[config.mk]
export PLATFORM = sky130hd
export DESIGN_NAME = irq_controller
export DESIGN_NICKNAME = d
export VERILOG_FILES = /design/src/irq_pkg.sv /design/src/stack_if.sv /design/src/pc_stack.sv /design/src/irq_controller.sv
export SDC_FILE = /design/constraint.sdc
export NUM_CORES = 1
export LEC_CHECK = 0
export BUFFER_PORTS_ARGS = -buffer_cell sky130_fd_sc_hd__buf_2
export CAP_MARGIN = 20
export CORE_MARGIN = 2
export CORE_UTILIZATION = 40
export CTS_CLUSTER_SIZE = 16
export DETAILED_ROUTE_END_ITERATION = 16
export MAX_ROUTING_LAYER = met4
export PLACE_DENSITY = 0.58
export SLEW_MARGIN = 15
export SYNTH_ARGS = -nofsm -noshare
export SYNTH_HDL_FRONTEND = slang
export SYNTH_SLANG_ARGS = --single-unit
[constraint.sdc]
create_clock -name clk -period 3.79 [get_ports clk]
set_input_delay 0.379 -clock clk [delete_from_list [all_inputs] [get_ports clk]]
set_output_delay 0.379 -clock clk [all_outputs]
set_load 0.1 [all_outputs]
[src/irq_pkg.sv]
// constants for the interrupt controller
`default_nettype none
package irq_pkg;
    localparam int NUM_SRC = 5;
    localparam int PC_W = 11;
    localparam int STACK_DEPTH = 6;
    localparam int LEVEL_W = 3;
    // source indices, in priority order
    localparam int SRC_EXT = 0;
    localparam int SRC_T0 = 1;
    localparam int SRC_T1 = 2;
    localparam int SRC_CONV = 3;
    localparam int SRC_NVM = 4;
    // register offsets
    localparam logic [3:0] OFS_CTRL0 = 4'h0;
    localparam logic [3:0] OFS_CTRL1 = 4'h1;
    localparam logic [3:0] OFS_MISC = 4'h2;
    localparam logic [3:0] OFS_STATUS = 4'h3;
    // irq_ctrl_reg0 fields
    localparam int C0_EMI = 0;
    localparam int C0_EN_LO = 1;
    localparam int C0_FLAG_LO = 4;
    // irq_ctrl_reg1 fields
    localparam int C1_EN_LO = 0;
    localparam int C1_FLAG_LO = 4;
    // misc fields
    localparam int MISC_EDGE_LO = 0;
    localparam int MISC_CMP_LO = 2;
    // reset values
    localparam logic [7:0] RST_CTRL0 = 8'h00;
    localparam logic [7:0] RST_CTRL1 = 8'h00;
    localparam logic [7:0] RST_MISC = 8'h00;
    // edge-select codes
    localparam logic [1:0] EDGE_NONE = 2'h0;
    localparam logic [1:0] EDGE_FALL = 2'h1;
    localparam logic [1:0] EDGE_RISE = 2'h2;
    localparam logic [1:0] EDGE_BOTH = 2'h3;
    // vectors
    localparam logic [7:0] VEC_EXT = 8'h04;
    localparam logic [7:0] VEC_T0 = 8'h08;
    localparam logic [7:0] VEC_T1 = 8'h0C;
    localparam logic [7:0] VEC_CONV = 8'h10;
    localparam logic [7:0] VEC_NVM = 8'h14;
endpackage : irq_pkg
`default_nettype wire

[src/stack_if.sv]
// carrier between the controller and its return-address stack
`default_nettype none
interface stack_if #(parameter int PC_W = 11, parameter int LEVEL_W = 3);
    logic push;
    logic pop;
    logic [PC_W-1:0] push_pc;
    logic [PC_W-1:0] top_pc;
    logic full;
    logic empty;
    logic [LEVEL_W-1:0] level;
    modport ctrl (output push, output pop, output push_pc, input top_pc, input full, input empty, input level);
    modport store (input push, input pop, input push_pc, output top_pc, output full, output empty, output level);
endinterface : stack_if
`default_nettype wire

[src/pc_stack.sv]
// return-address stack for calls and interrupt entry
`default_nettype none
module pc_stack
    import irq_pkg::*;
#(
    parameter int DEPTH = STACK_DEPTH
) (
    input wire logic clk,
    input wire logic reset,
    stack_if.store stk
);
    logic [PC_W-1:0] mem_q [DEPTH];
    logic [LEVEL_W-1:0] sp_q;
    logic [LEVEL_W-1:0] top_idx;

    assign stk.full = (sp_q == LEVEL_W'(DEPTH));
    assign stk.empty = (sp_q == '0);
    assign stk.level = sp_q;
    assign top_idx = stk.empty ? '0 : sp_q - LEVEL_W'(1);
    assign stk.top_pc = mem_q[top_idx];

    // pushes when full and pops when empty are dropped; push wins a clash
    always_ff @(posedge clk) begin
        if (reset) begin
            sp_q <= '0;
        end else if (stk.push && !stk.full) begin
            sp_q <= sp_q + LEVEL_W'(1);
        end else if (stk.pop && !stk.empty) begin
            sp_q <= sp_q - LEVEL_W'(1);
        end
    end

    always_ff @(posedge clk) begin
        if (reset) begin
            for (int i = 0; i < DEPTH; i++) begin
                mem_q[i] <= '0;
            end
        end else if (stk.push && !stk.full) begin
            mem_q[sp_q] <= stk.push_pc;
        end
    end
endmodule : pc_stack
`default_nettype wire

[src/irq_controller.sv]
// vectored interrupt controller with return stack
`default_nettype none
module irq_controller
    import irq_pkg::*;
(
    input wire logic clk,
    input wire logic reset,
    input wire logic [3:0] reg_addr,
    input wire logic [7:0] reg_wdata,
    input wire logic reg_wr,
    input wire logic reg_rd,
    output logic [7:0] reg_rdata,
    input wire logic port_a_pin5,
    input wire logic port_a_dir_bit5,
    input wire logic pull_high_opt,
    output logic pa5_pull_high_en,
    input wire logic timer0_overflow,
    input wire logic timer1_overflow,
    input wire logic conv_done,
    input wire logic nvm_write_done,
    input wire logic phase_two_pulse,
    input wire logic [PC_W-1:0] core_pc,
    input wire logic sub_call,
    input wire logic sub_ret,
    output logic irq_call,
    output logic [7:0] irq_vector,
    output logic [PC_W-1:0] return_pc,
    output logic return_valid,
    output logic stack_full,
    output logic wake_req,
    output logic [5:0] cmp_ctrl
);
    typedef logic [NUM_SRC-1:0] src_t;

    src_t flag_q;
    src_t flag_d;
    src_t en_q;
    src_t event_v;
    src_t pend;
    logic global_irq_enable_q;
    logic [1:0] edge_sel_q;
    logic [5:0] cmp_q;
    logic pin_meta_q;
    logic pin_sync_q;
    logic pin_prev_q;
    logic rise;
    logic fall;
    logic ext_active;
    logic service;
    logic [2:0] sel;
    logic wr_ctrl0;
    logic wr_ctrl1;
    logic wr_misc;
    logic [7:0] rd_d;

    stack_if #(.PC_W(PC_W), .LEVEL_W(LEVEL_W)) stk ();

    pc_stack #(.DEPTH(STACK_DEPTH)) u_stack (
        .clk(clk),
        .reset(reset),
        .stk(stk)
    );

    function automatic logic [2:0] first_pending(input src_t p);
        logic [2:0] idx;
        idx = 3'h0;
        for (int i = NUM_SRC - 1; i >= 0; i--) begin
            if (p[i]) begin
                idx = 3'(i);
            end
        end
        return idx;
    endfunction : first_pending

    function automatic logic [7:0] vector_of(input logic [2:0] idx);
        case (idx)
            3'h0: vector_of = VEC_EXT;
            3'h1: vector_of = VEC_T0;
            3'h2: vector_of = VEC_T1;
            3'h3: vector_of = VEC_CONV;
            default: vector_of = VEC_NVM;
        endcase
    endfunction : vector_of

    assign wr_ctrl0 = reg_wr && (reg_addr == OFS_CTRL0);
    assign wr_ctrl1 = reg_wr && (reg_addr == OFS_CTRL1);
    assign wr_misc = reg_wr && (reg_addr == OFS_MISC);

    // two-stage pin synchroniser, edges on the stable copy
    always_ff @(posedge clk) begin
        if (reset) begin
            pin_meta_q <= 1'b1;
            pin_sync_q <= 1'b1;
            pin_prev_q <= 1'b1;
        end else begin
            pin_meta_q <= port_a_pin5;
            pin_sync_q <= pin_meta_q;
            pin_prev_q <= pin_sync_q;
        end
    end

    assign rise = pin_sync_q && !pin_prev_q;
    assign fall = !pin_sync_q && pin_prev_q;

    // pin acts only when enabled and set as input
    assign ext_active = en_q[SRC_EXT] && port_a_dir_bit5;

    // edge type chosen by select bits
    always_comb begin
        event_v = '0;
        case (edge_sel_q)
            EDGE_FALL: event_v[SRC_EXT] = ext_active && fall;
            EDGE_RISE: event_v[SRC_EXT] = ext_active && rise;
            EDGE_BOTH: event_v[SRC_EXT] = ext_active && (rise || fall);
            default: event_v[SRC_EXT] = 1'b0;
        endcase
        event_v[SRC_T0] = timer0_overflow;
        event_v[SRC_T1] = timer1_overflow;
        event_v[SRC_CONV] = conv_done;
        event_v[SRC_NVM] = nvm_write_done;
    end

    // global and per-source enables gate service
    assign pend = flag_q & en_q;
    assign sel = first_pending(pend);
    // taken only on the phase pulse; blocked while stack full
    assign service = phase_two_pulse && global_irq_enable_q && (|pend) && !stk.full;

    // flags hold until served or written; hardware set beats any clear
    always_comb begin
        flag_d = flag_q;
        if (wr_ctrl0) begin
            flag_d[2:0] = reg_wdata[C0_FLAG_LO +: 3];
        end
        if (wr_ctrl1) begin
            flag_d[4:3] = reg_wdata[C1_FLAG_LO +: 2];
        end
        if (service) begin
            flag_d[sel] = 1'b0;
        end
        flag_d = flag_d | event_v;
    end

    always_ff @(posedge clk) begin
        if (reset) begin
            flag_q <= '0;
        end else begin
            flag_q <= flag_d;
        end
    end

    // enables; entry clear of the global enable overrides a same-cycle write
    always_ff @(posedge clk) begin
        if (reset) begin
            global_irq_enable_q <= RST_CTRL0[C0_EMI];
            en_q <= '0;
        end else begin
            if (wr_ctrl0) begin
                global_irq_enable_q <= reg_wdata[C0_EMI];
                en_q[2:0] <= reg_wdata[C0_EN_LO +: 3];
            end
            if (wr_ctrl1) begin
                en_q[4:3] <= reg_wdata[C1_EN_LO +: 2];
            end
            if (service) begin
                global_irq_enable_q <= 1'b0;
            end
        end
    end

    // comparator bits kept as written; software must merge them
    always_ff @(posedge clk) begin
        if (reset) begin
            edge_sel_q <= RST_MISC[MISC_EDGE_LO +: 2];
            cmp_q <= RST_MISC[MISC_CMP_LO +: 6];
        end else if (wr_misc) begin
            edge_sel_q <= reg_wdata[MISC_EDGE_LO +: 2];
            cmp_q <= reg_wdata[MISC_CMP_LO +: 6];
        end
    end

    assign cmp_ctrl = cmp_q;

    // entry pushes pc; the core must not call in the same cycle
    assign stk.push = service || sub_call;
    assign stk.push_pc = core_pc;
    assign stk.pop = sub_ret && !stk.push;
    assign stack_full = stk.full;

    always_ff @(posedge clk) begin
        if (reset) begin
            irq_call <= 1'b0;
            irq_vector <= '0;
        end else begin
            irq_call <= service;
            if (service) begin
                irq_vector <= vector_of(sel);
            end
        end
    end

    // resume address one cycle after the pop
    always_ff @(posedge clk) begin
        if (reset) begin
            return_valid <= 1'b0;
            return_pc <= '0;
        end else begin
            return_valid <= stk.pop && !stk.empty;
            if (stk.pop && !stk.empty) begin
                return_pc <= stk.top_pc;
            end
        end
    end

    // any raised flag wakes the core, enabled or not
    always_ff @(posedge clk) begin
        if (reset) begin
            wake_req <= 1'b0;
        end else begin
            wake_req <= |flag_q;
        end
    end

    // pull-high follows the option while the pin is an input, regardless of interrupt use
    always_ff @(posedge clk) begin
        if (reset) begin
            pa5_pull_high_en <= 1'b0;
        end else begin
            pa5_pull_high_en <= pull_high_opt && port_a_dir_bit5;
        end
    end

    always_comb begin
        rd_d = 8'h00;
        case (reg_addr)
            OFS_CTRL0: begin
                rd_d[C0_EMI] = global_irq_enable_q;
                rd_d[C0_EN_LO +: 3] = en_q[2:0];
                rd_d[C0_FLAG_LO +: 3] = flag_q[2:0];
            end
            OFS_CTRL1: begin
                rd_d[C1_EN_LO +: 2] = en_q[4:3];
                rd_d[C1_FLAG_LO +: 2] = flag_q[4:3];
            end
            OFS_MISC: begin
                rd_d[MISC_EDGE_LO +: 2] = edge_sel_q;
                rd_d[MISC_CMP_LO +: 6] = cmp_q;
            end
            OFS_STATUS: begin
                rd_d[LEVEL_W-1:0] = stk.level;
                rd_d[LEVEL_W] = stk.full;
            end
            default: rd_d = 8'h00;
        endcase
    end

    always_ff @(posedge clk) begin
        if (reset) begin
            reg_rdata <= 8'h00;
        end else if (reg_rd) begin
            reg_rdata <= rd_d;
        end else begin
            reg_rdata <= 8'h00;
        end
    end
endmodule : irq_controller
`default_nettype wire

==> results of run 1 <==
-- synth_stat cells, drive strengths merged, types with 2 or more instances --
library cell / n
edfxtp: 88
nor2: 83
nand2: 68
dfxtp: 51
and2: 33
nor3: 26
mux2i: 22
clkbuf: 21
buf: 19
o21ai: 19
mux2: 15
nor2b: 15
a211oi: 14
a31oi: 13
a311oi: 11
inv: 11
a21oi: 10
nand3: 9
ha: 7
or2: 4
a22oi: 3
mux4: 3
nand4: 3
a32oi: 2
nor4: 2
o21a: 2
o31ai: 2
-- metal layers --
metal  track usage  vias to the layer above
met1         0.280                     2288
met5             -                        -
li1              -                     2156
met4        0.0626                        0
met3        0.0467                       21
met2         0.327                      124
-- how the worst min path moves through the flow --
stage,from,end,cells after the start
CTS,port_a_pin5,pin_meta_q$_SDFF_PP1_,2
finish,port_a_pin5,pin_meta_q$_SDFF_PP1_,2
floorplan,pin_meta_q$_SDFF_PP1_,pin_sync_q$_SDFF_PP1_,1
global placement,pin_meta_q$_SDFF_PP1_,pin_sync_q$_SDFF_PP1_,1
global route,port_a_pin5,pin_meta_q$_SDFF_PP1_,2
detailed placement,pin_meta_q$_SDFF_PP1_,pin_sync_q$_SDFF_PP1_,1
-- worst max-delay path: stages, from the launching register on --
cell and delay (ns):
dfxtp_1 0.45, ha_1 0.30, nand2_4 0.13, clkinvlp_4 0.18, a211o_2 0.41, a211oi_2 0.48, nand3_1 0.15, buf_4 0.21
o21ai_4 0.36
-- layout make-up --
type	count	area, sq um	share of cell area
sequential	139	3660	0.482
multi-input combinational	382	2480	0.326
timing repair buffer	84	458	0.0602
clock buffer	17	425	0.0560
clock inverter	15	268	0.0352
tap	211	264	0.0347
inverter	11	45.0	0.00593
-- power by group through the flow --
stage,clock network [uW],registers (uW),logic (uW)
2_1_floorplan,0,1900,561
3_3_place_gp,0,1790,884
3_5_place_dp,0,1790,892
4_1_cts,1980,1760,894
5_1_grt,2030,1770,969
6_report,1950,1760,896
-- flip-flops by register name, summed over array words and instances, names as in the netlist, 2 cells and up --
| register | count |
|---|---|
| edge_sel_q | 2 |
| flag_q | 5 |
| u_stack.stk.level | 3 |
| en_q | 5 |
| reg_rdata | 8 |
| irq_vector | 3 |
| u_stack.mem_q | 88 |
| cmp_ctrl | 6 |
| return_pc | 11 |
-- per-stage QoR --
stage | area (sq um) | hold slack [ns] | std cells
finish | 7600 | 0.144 | 859
global route | 7600 | 0.139 | 859
CTS | 7600 | 0.133 | 859
detailed placement | 6910 | 0.404 | 827
global placement | 6910 | 0.397 | 827
floorplan | 6390 | 0.389 | 572
-- cell families (layout without fill, tap and decap cells) --
logic type	Yosys count	after routing
buffers and inverters	51	127
and+or+nand+nor	246	246
DFF	139	139
other	1	5
xor gates and xnor gates	1	1
adders and majority gates	7	7
AOI/OAI and AO/OA	83	83
muxes	40	40
==> run_results.csv, run 1 <==
group,metric,value,unit
outcome,status,"finished clean",
timing,finalCritPeriodShare,0.795,
place,place_ws,0.794,ns
yosys,syn_area_per_cell,11.1,sq um
final_layout,area_delta_synth_final,20.8,%
final_layout,nFillCells,1426,
cts,root_buffer,"clkbuf_16",
timing,setup_tns,0,ns
worst_setup_path,critPathLaunch,"u_stack.stk.level[1]$_SDFFE_PP0P_",
cts,cts-resized-gates,0,
cts,clk_pin_slew,0.06,ns
yosys,synthAdderAreaFrac,0.0139,
grt,grt_first_pass_wirelength,25300,um
floorplan,die_x,129,um
cts,cts_buffers,17,
worst_setup_path,r2r_cells,8,
cts,hold_buffers,0,
yosys,synth_top_area_share,0.420,
final_layout,drive_gt1_frac,0.267,
floorplan,die_area,16800,sq um
worst_setup_path,worstPathArrival,3.09,ns
timing,slew-limit-headroom,0.279,
yosys,syn-cell-area,6290,sq um
yosys,ys_async_sr_fraction,0,
timing,hold_viol,0,
routing,route.met3.wl,746,um
power,seqPwrFrac,0.383,
yosys,synth_cells,568,
yosys,ys_types,50,
routing,antenna_left,0,
yosys,synthMuxAreaShare,0.0732,
worst_setup_path,reg2reg_slack,0.78,ns
worst_setup_path,crit_fanout,12,
power,p_switching,1350,uW
routing,drc,0,
worst_setup_path,required,3.87,ns
cts,insertion_delay,0.42,ns
power,p_leak,0.00297,uW
yosys,seq_area_frac_synth,0.582,
power,swShare,0.294,
yosys,synth.area.top_cells,"edfxtp_1, dfxtp_1, nor2_1",
cts,postCtsSetupRepairBufs,0,
yosys,synth_xor_area_frac,0.00139,
grt,antenna_found_initial,0,
worst_setup_path,start_kind,"flop",
routing,routedWlPerCell,19.0,um
timing,clock_skew,0.00779,ns
floorplan,coreArea,15300,sq um
worst_setup_path,r2r-start,"u_stack.stk.level[1]$_SDFFE_PP0P_",
routing,wl_met1,7660,um
cts,clock-sinks,139,
final_layout,nNetsFinal,679,
timing,fin_crit,3.01,ns
floorplan,die_h,129,um
floorplan,initial_core_util,0.411,
routing,wl,16300,um
yosys,synth_top_family_by_area,"simple AND/OR/NAND/NOR gates",
timing,layout_setup_ws,0.777,ns
grt,grt.overflow.total,0,
power,pwr-share-clk,0.423,
floorplan,rows,45,
floorplan,ios,75,
cts,cts_tree,"yes",
yosys,yosysWarnings,0,
routing,drtPass1Iterations,5,
cts,cts_buffer_depth,2,
grt,grt_max_degree,42,
grt,grt.total_usage,0.211,
job,maxCapViolCount,0,
yosys,synth_area_leader_cell,"edfxtp_1",
yosys,synth-edff-count,88,
yosys,yosys.area_share.simple,0.197,
yosys,synth_compound_area_frac,0.0940,
routing,dr.first_iter.drc_count,433,
yosys,ys.flop_type,"edfxtp_1",
final_layout,final_core_util,0.496,
worst_setup_path,cp-end-kind,"flop",
timing,slew_viol_final,0,
worst_setup_path,endpoint,"u_stack.mem_q[2][9]$_SDFFCE_PN0P_",
final_layout,final_common_cell,"edfxtp_1",
timing,clock.fmax,332,MHz
routing,via_per_inst,5.34,
final_layout,antenna_cells,0,
power,p_total,4610,uW
routing,wl_met2,7730,um
grt,grt_pass1_vias,4518,
place,gp_congestion,0.868,
routing,dr.max_layer_used,"met4",
power,ir_worst_vdd,0.000423,V
yosys,ys_seq_elements,139,
cts,h-tree-depth,4,
power,combPwrFrac,0.194,
power,p_per_area,606,nW/um^2
final_layout,final_cell_mix,"edfxtp_1, nor2_1, buf_2, nand2_1, dfxtp_1",
hold_path,hold_path_class,"in2reg",
timing,worstMarginPinSlew,1.08,ns
worst_setup_path,r2r-end,"u_stack.mem_q[2][9]$_SDFFCE_PN0P_",
timing,rsz0062_at_grt,"no",
place,port-buffer-count,69,
routing,vias,4589,
place,dpl.hpwl,10900,um
timing,setup_viol,0,
worst_setup_path,criticalPathCategory,"reg2reg",
power,internal_power,3250,uW
Note: power is estimated with default switching activity, not from simulation.
==> run 2: changes to the inputs <==
==> constraint.sdc (replaced) <==
create_clock -name clk -period 2.5 [get_ports clk]
set_input_delay 0.25 -clock clk [delete_from_list [all_inputs] [get_ports clk]]
set_output_delay 0.25 -clock clk [all_outputs]
set_load 0.1 [all_outputs]
==> run 2 against run 1 <==
Global-route usage is 1.3 points lower. Critical path depth stayed put. Die area stayed put. Register-to-register slack worse by 0.72 ns. Power is 47% higher. Non-clock buffer count is 15 higher. Routed wire length is 6.4% lower. Clock power is 35% higher. Combinational power is 66% higher. Final cell count is 1.7% higher. Clock-buffer cell count is 6 higher. First-iteration DRC count is 1.2% higher. Largest cell class unchanged. Largest power group is now registers.
==> run_results.csv, run 2 (synthesis gave the netlist of run 1 again) <==
group,metric,value,unit
outcome,status,"finished clean",
worst_setup_path,crit_fanout,16,
floorplan,die_x,129,um
routing,dr.first_iter.drc_count,438,
floorplan,die_area,16800,sq um
floorplan,coreArea,15300,sq um
power,p_leak,0.00305,uW
routing,routedWlPerCell,17.5,um
worst_setup_path,r2r_cells,8,
worst_setup_path,crit_slowest_cell,"a311oi_1",
floorplan,ios,75,
worst_setup_path,r2r-start,"u_stack.stk.level[1]$_SDFFE_PP0P_",
routing,vias,4552,
cts,cts_buffer_depth,2,
final_layout,largest_reg_flops,88,
place,placed_area,7100,sq um
grt,grt_first_pass_wirelength,23900,um
final_layout,final_cells,874,
timing,layout_setup_ws,0.0568,ns
grt,grt.total_usage,0.198,
routing,antenna_left,0,
hold_path,min_from,"timer0_overflow",
worst_setup_path,r2r-end,"return_pc[4]$_SDFFE_PP0P_",
final_layout,drive_gt1_frac,0.291,
routing,via_per_inst,5.21,
place,dpl.hpwl,11200,um
cts,postCtsSetupRepairBufs,0,
grt,grt_pass1_vias,4239,
floorplan,initial_core_util,0.411,
place,gp_congestion,0.834,
timing,worstMarginPinSlew,0.787,ns
place,port-buffer-count,69,
timing,finalCritPeriodShare,0.977,
cts,root_buffer,"clkbuf_16",
timing,slew-limit-headroom,0.475,
worst_setup_path,path_buf_inv,2,
worst_setup_path,worstPathArrival,2.80,ns
floorplan,rows,45,
final_layout,antenna_cells,0,
hold_path,min_delay_worst_endpoint,"flag_q[1]$_SDFF_PP0_",
routing,wl,15300,um
worst_setup_path,criticalPathCategory,"reg2reg",
power,p_total,6770,uW
timing,setup_viol,0,
routing,drc,0,
cts,cts_tree,"yes",
final_layout,final_cell_mix,"edfxtp_1, nor2_1, buf_2, nand2_1, dfxtp_1",
final_layout,regMostFlops,"u_stack.mem_q",
final_layout,nNetsFinal,694,
worst_setup_path,reg2reg_slack,0.06,ns
cts,cts_buffers,17,
timing,slew_viol_final,0,
place,dp_cells,841,
timing,hold_viol,0,
cts,clock-sinks,139,
floorplan,die_h,129,um
power,ir_worst_vdd,0.000573,V
worst_setup_path,required,2.85,ns
timing,rsz0062_at_grt,"no",
timing,clock_skew,0.00791,ns
cts,clk_pin_slew,0.06,ns
grt,grt_max_degree,41,
timing,clock.fmax,409,MHz
final_layout,nFillCells,1423,
grt,antenna_found_initial,0,
routing,drtPass1Iterations,5,
worst_setup_path,path_cells,"inv_1 -> ha_1 -> ha_1 -> or2_2 -> buf_4 -> a311oi_1 -> nor3_2 -> nor3_2",
hold_path,hold_path_class,"in2reg",
cts,h-tree-depth,4,
grt,grt.overflow.total,0,
cts,insertion_delay,0.42,ns
place,place_ws,0.108,ns
worst_setup_path,start_kind,"flop",
power,p_per_area,874,nW/um^2
final_layout,final_common_cell,"edfxtp_1",
final_layout,area_delta_synth_final,23.0,%
timing,fin_crit,2.44,ns
timing,setup_tns,0,ns
final_layout,final_area,7740,sq um
job,maxCapViolCount,0,
hold_path,whs_path_depth,3,
final_layout,reg.largest.list,"u_stack.mem_q: 88 flops, return_pc: 11 flops, reg_rdata: 8 flops",
worst_setup_path,crit_family,"simple AND/OR/NAND/NOR gates",
worst_setup_path,cp-end-kind,"flop",
worst_setup_path,max_stage_delay,0.47,ns
==> run 2: worst max-delay path by stage <==
stage                     cells past startpoint  slack (ns)                                end                               from
after floorplan                              11       -0.72  u_stack.mem_q[0][0]$_SDFFCE_PN0P_  u_stack.stk.level[0]$_SDFFE_PP0P_
after global placement                        8        0.18  u_stack.mem_q[2][9]$_SDFFCE_PN0P_  u_stack.stk.level[0]$_SDFFE_PP0P_
after detailed placement                      8        0.11  u_stack.mem_q[4][9]$_SDFFCE_PN0P_  u_stack.stk.level[0]$_SDFFE_PP0P_
after CTS                                     9        0.11          return_pc[6]$_SDFFE_PP0P_  u_stack.stk.level[1]$_SDFFE_PP0P_
after global routing                          8       0.005          return_pc[3]$_SDFFE_PP0P_  u_stack.stk.level[1]$_SDFFE_PP0P_
final                                         8        0.06          return_pc[4]$_SDFFE_PP0P_  u_stack.stk.level[1]$_SDFFE_PP0P_
==> run 2: area by class of cell <==
cell class	instances	area (sq um)	share of cell area
Inverter	11	52.6	0.00679
Timing Repair Buffer	99	573	0.0740
Clock inverter	9	133	0.0171
Clock buffer	23	488	0.0630
Tap cell	211	264	0.0341
Multi-Input combinational cell	382	2570	0.332
Sequential cell	139	3660	0.473
==> run 2: power by group <==
| part | internal, uW | switching, uW |
|---|---|---|
| Clock | 1680 | 945 |
| Combinational | 438 | 1050 |
| Sequential | 2590 | 66.7 |
==> run 2: worst reg2reg max path: cells and delay by family, from the launching register on <==
| family | cells | cell delay (ns) |
|---|---|---|
| and+or+nand+nor | 3 | 0.69 |
| adders and majority gates | 2 | 0.45 |
| DFF | 1 | 0.42 |
| buffers and inverters | 2 | 0.35 |
| AOI/OAI and AO/OA | 1 | 0.47 |
==> run 2: metrics by stage <==
stage	util	hold WS, ns
6_report	0.505	0.0379
5_1_grt	0.505	0.0332
4_1_cts	0.505	0.0263
3_5_place_dp	0.463	0.412
3_3_place_gp	0.463	0.408
2_1_floorplan	-	0.354
==> run 2: per-layer routing <==
metal,track usage,wire [um]
met5,-,0
met4,0.0588,197
met3,0.0413,971
met2,0.278,6650
met1,0.290,7470
==> run 2: what timing repair did <==
action,CTS,global route
setup endpoints to repair,0,25
gates resized for setup,0,2
hold endpoints to repair,1,0
hold buffers,1,0
==> run 3: changes to the inputs <==
--- a/config.mk
+++ b/config.mk
@@ -6,13 +6,14 @@
 export NUM_CORES = 1
 export LEC_CHECK = 0
 export BUFFER_PORTS_ARGS = -buffer_cell sky130_fd_sc_hd__buf_2
-export CAP_MARGIN = 20
 export CORE_MARGIN = 2
 export CORE_UTILIZATION = 40
+export CTS_BUF_LIST = sky130_fd_sc_hd__clkbuf_16
 export CTS_CLUSTER_SIZE = 16
 export DETAILED_ROUTE_END_ITERATION = 16
 export MAX_ROUTING_LAYER = met4
 export PLACE_DENSITY = 0.58
+export SKIP_LAST_GASP = 1
 export SLEW_MARGIN = 15
 export SYNTH_ARGS = -nofsm -noshare
 export SYNTH_HDL_FRONTEND = slang
==> run 3 against run 2 <==
Critical path depth unchanged. Non-clock buffer count unchanged. Cell area shrank 0.52%. Via count down 0.64%. First-iteration DRC count shrank 3.9%. Clock power shrank 5%. Routed wire length is 0.34% higher. Largest power group unchanged.
==> run_results.csv, run 3 (synthesis gave the netlist of run 1 again) <==
group,metric,value,unit
grt,grt.overflow.total,0,
power,ir_worst_vdd,0.000574,V
floorplan,initial_core_util,0.411,
place,dpl.hpwl,11200,um
job,maxCapViolCount,0,
floorplan,die_h,129,um
place,dp_cells,841,
floorplan,die_area,16800,sq um
routing,antenna_left,0,
worst_setup_path,required,2.85,ns
final_layout,drive_gt1_frac,0.285,
final_layout,antenna_cells,0,
final_layout,area_delta_synth_final,22.4,%
timing,rsz0062_at_grt,"no",
routing,drtPass1Iterations,5,
grt,grt_first_pass_wirelength,23800,um
cts,cts_buffer_depth,2,
final_layout,reg.largest.list,"u_stack.mem_q: 88 flops, return_pc: 11 flops, reg_rdata: 8 flops",
outcome,status,"finished clean",
timing,worstMarginPinSlew,0.794,ns
routing,via_per_inst,5.18,
grt,grt.total_usage,0.198,
worst_setup_path,worstPathArrival,2.76,ns
worst_setup_path,cp-end-kind,"flop",
final_layout,regMostFlops,"u_stack.mem_q",
floorplan,die_x,129,um
timing,clock_skew,0.00940,ns
final_layout,multi_input_area,2570,sq um
floorplan,ios,75,
worst_setup_path,criticalPathCategory,"reg2reg",
power,p_leak,0.00303,uW
floorplan,coreArea,15300,sq um
final_layout,final_cells,874,
routing,drc,0,
final_layout,final_common_cell,"edfxtp_1",
cts,cts_buffers,17,
timing,whs,0.0380,ns
cts,insertion_delay,0.42,ns
power,p_per_area,861,nW/um^2
worst_setup_path,crit_fanout,16,
timing,fin_crit,2.40,ns
routing,routedWlPerCell,17.6,um
final_layout,regArea,3660,sq um
hold_path,hold_path_class,"in2reg",
final_layout,final_cell_mix,"edfxtp_1, nor2_1, buf_2, nand2_1, dfxtp_1",
timing,finalCritPeriodShare,0.961,
timing,hold_viol,0,
routing,vias,4523,
floorplan,rows,45,
final_layout,nFillCells,1430,
grt,grt_pass1_vias,4249,
timing,setup_tns,0,ns
grt,antenna_found_initial,0,
place,gp_congestion,0.834,
final_layout,nNetsFinal,694,
cts,h-tree-depth,4,
timing,slew-limit-headroom,0.470,
routing,dr.first_iter.drc_count,421,
timing,setup_viol,0,
final_layout,largest_reg_flops,88,
place,port-buffer-count,69,
grt,grt_max_degree,41,
power,p_total,6630,uW
worst_setup_path,start_kind,"flop",
cts,clk_pin_slew,0.06,ns
cts,root_buffer,"clkbuf_16",
timing,clock.fmax,416,MHz
final_layout,final_core_util,0.503,
timing,slew_viol_final,0,
cts,postCtsSetupRepairBufs,0,
routing,wl,15300,um
cts,cts_tree,"yes",
cts,clock-sinks,139,
==> run 3: per-stage QoR <==
step	setup slack [ns]	cell area, sq um
finish	0.0973	7700
global route	0.00508	7700
CTS	0.110	7690
detailed placement	0.108	7100
global placement	0.180	7100
floorplan	-0.725	6520
==> run 3: area by class of cell <==
class | count | share of cell area
clock buffers | 17 | 0.0552
clock inverters | 15 | 0.0201
inverters | 11 | 0.00682
multi-input cells | 382 | 0.333
flip-flops and latches | 139 | 0.476
well taps | 211 | 0.0343
repair buffers | 99 | 0.0744
==> run 3: final timing paths <==
kind	to	slack (ns)	depth (start not counted)	from
max	return_pc[8]$_SDFFE_PP0P_	0.1	8	u_stack.stk.level[1]$_SDFFE_PP0P_
min	flag_q[1]$_SDFF_PP0_	0.04	3	timer0_overflow
max reg2reg	return_pc[8]$_SDFFE_PP0P_	0.1	8	u_stack.stk.level[1]$_SDFFE_PP0P_
min reg2reg	pin_sync_q$_SDFF_PP1_	0.43	1	pin_meta_q$_SDFF_PP1_
==> run 3: critical path: stages, from the launching register on <==
cell and delay (ns):
dfxtp_1 0.42, inv_1 0.10, ha_1 0.21, ha_1 0.24, or2_2 0.44, buf_4 0.24, a311oi_1 0.44, nor3_2 0.10
nor3_2 0.15
==> run 3: timing repair <==
action | 4_1_cts | 5_1_grt
resized for setup | 0 | 2
endpoints found under the setup margin | 0 | 27
hold endpoints to repair | 1 | 0
hold buffers | 1 | 0
==> run 3: layer usage <==
metal  GRT usage  vias to the layer above  wire length (um)  part of all wire
li1            -                     2182                 -                 -
met1       0.290                     2189              7620              0.50
met2       0.278                      140              6720              0.44
met3      0.0413                       12               847             0.055
met4      0.0588                        0               157             0.010
met5           -                        -                 0                 0
==> run 3: power by group <==
group / switching [uW] / total (uW) / internal [uW]
registers: 66.2 / 2650 / 2590
logic: 1050 / 1490 / 438
clock network: 944 / 2490 / 1550
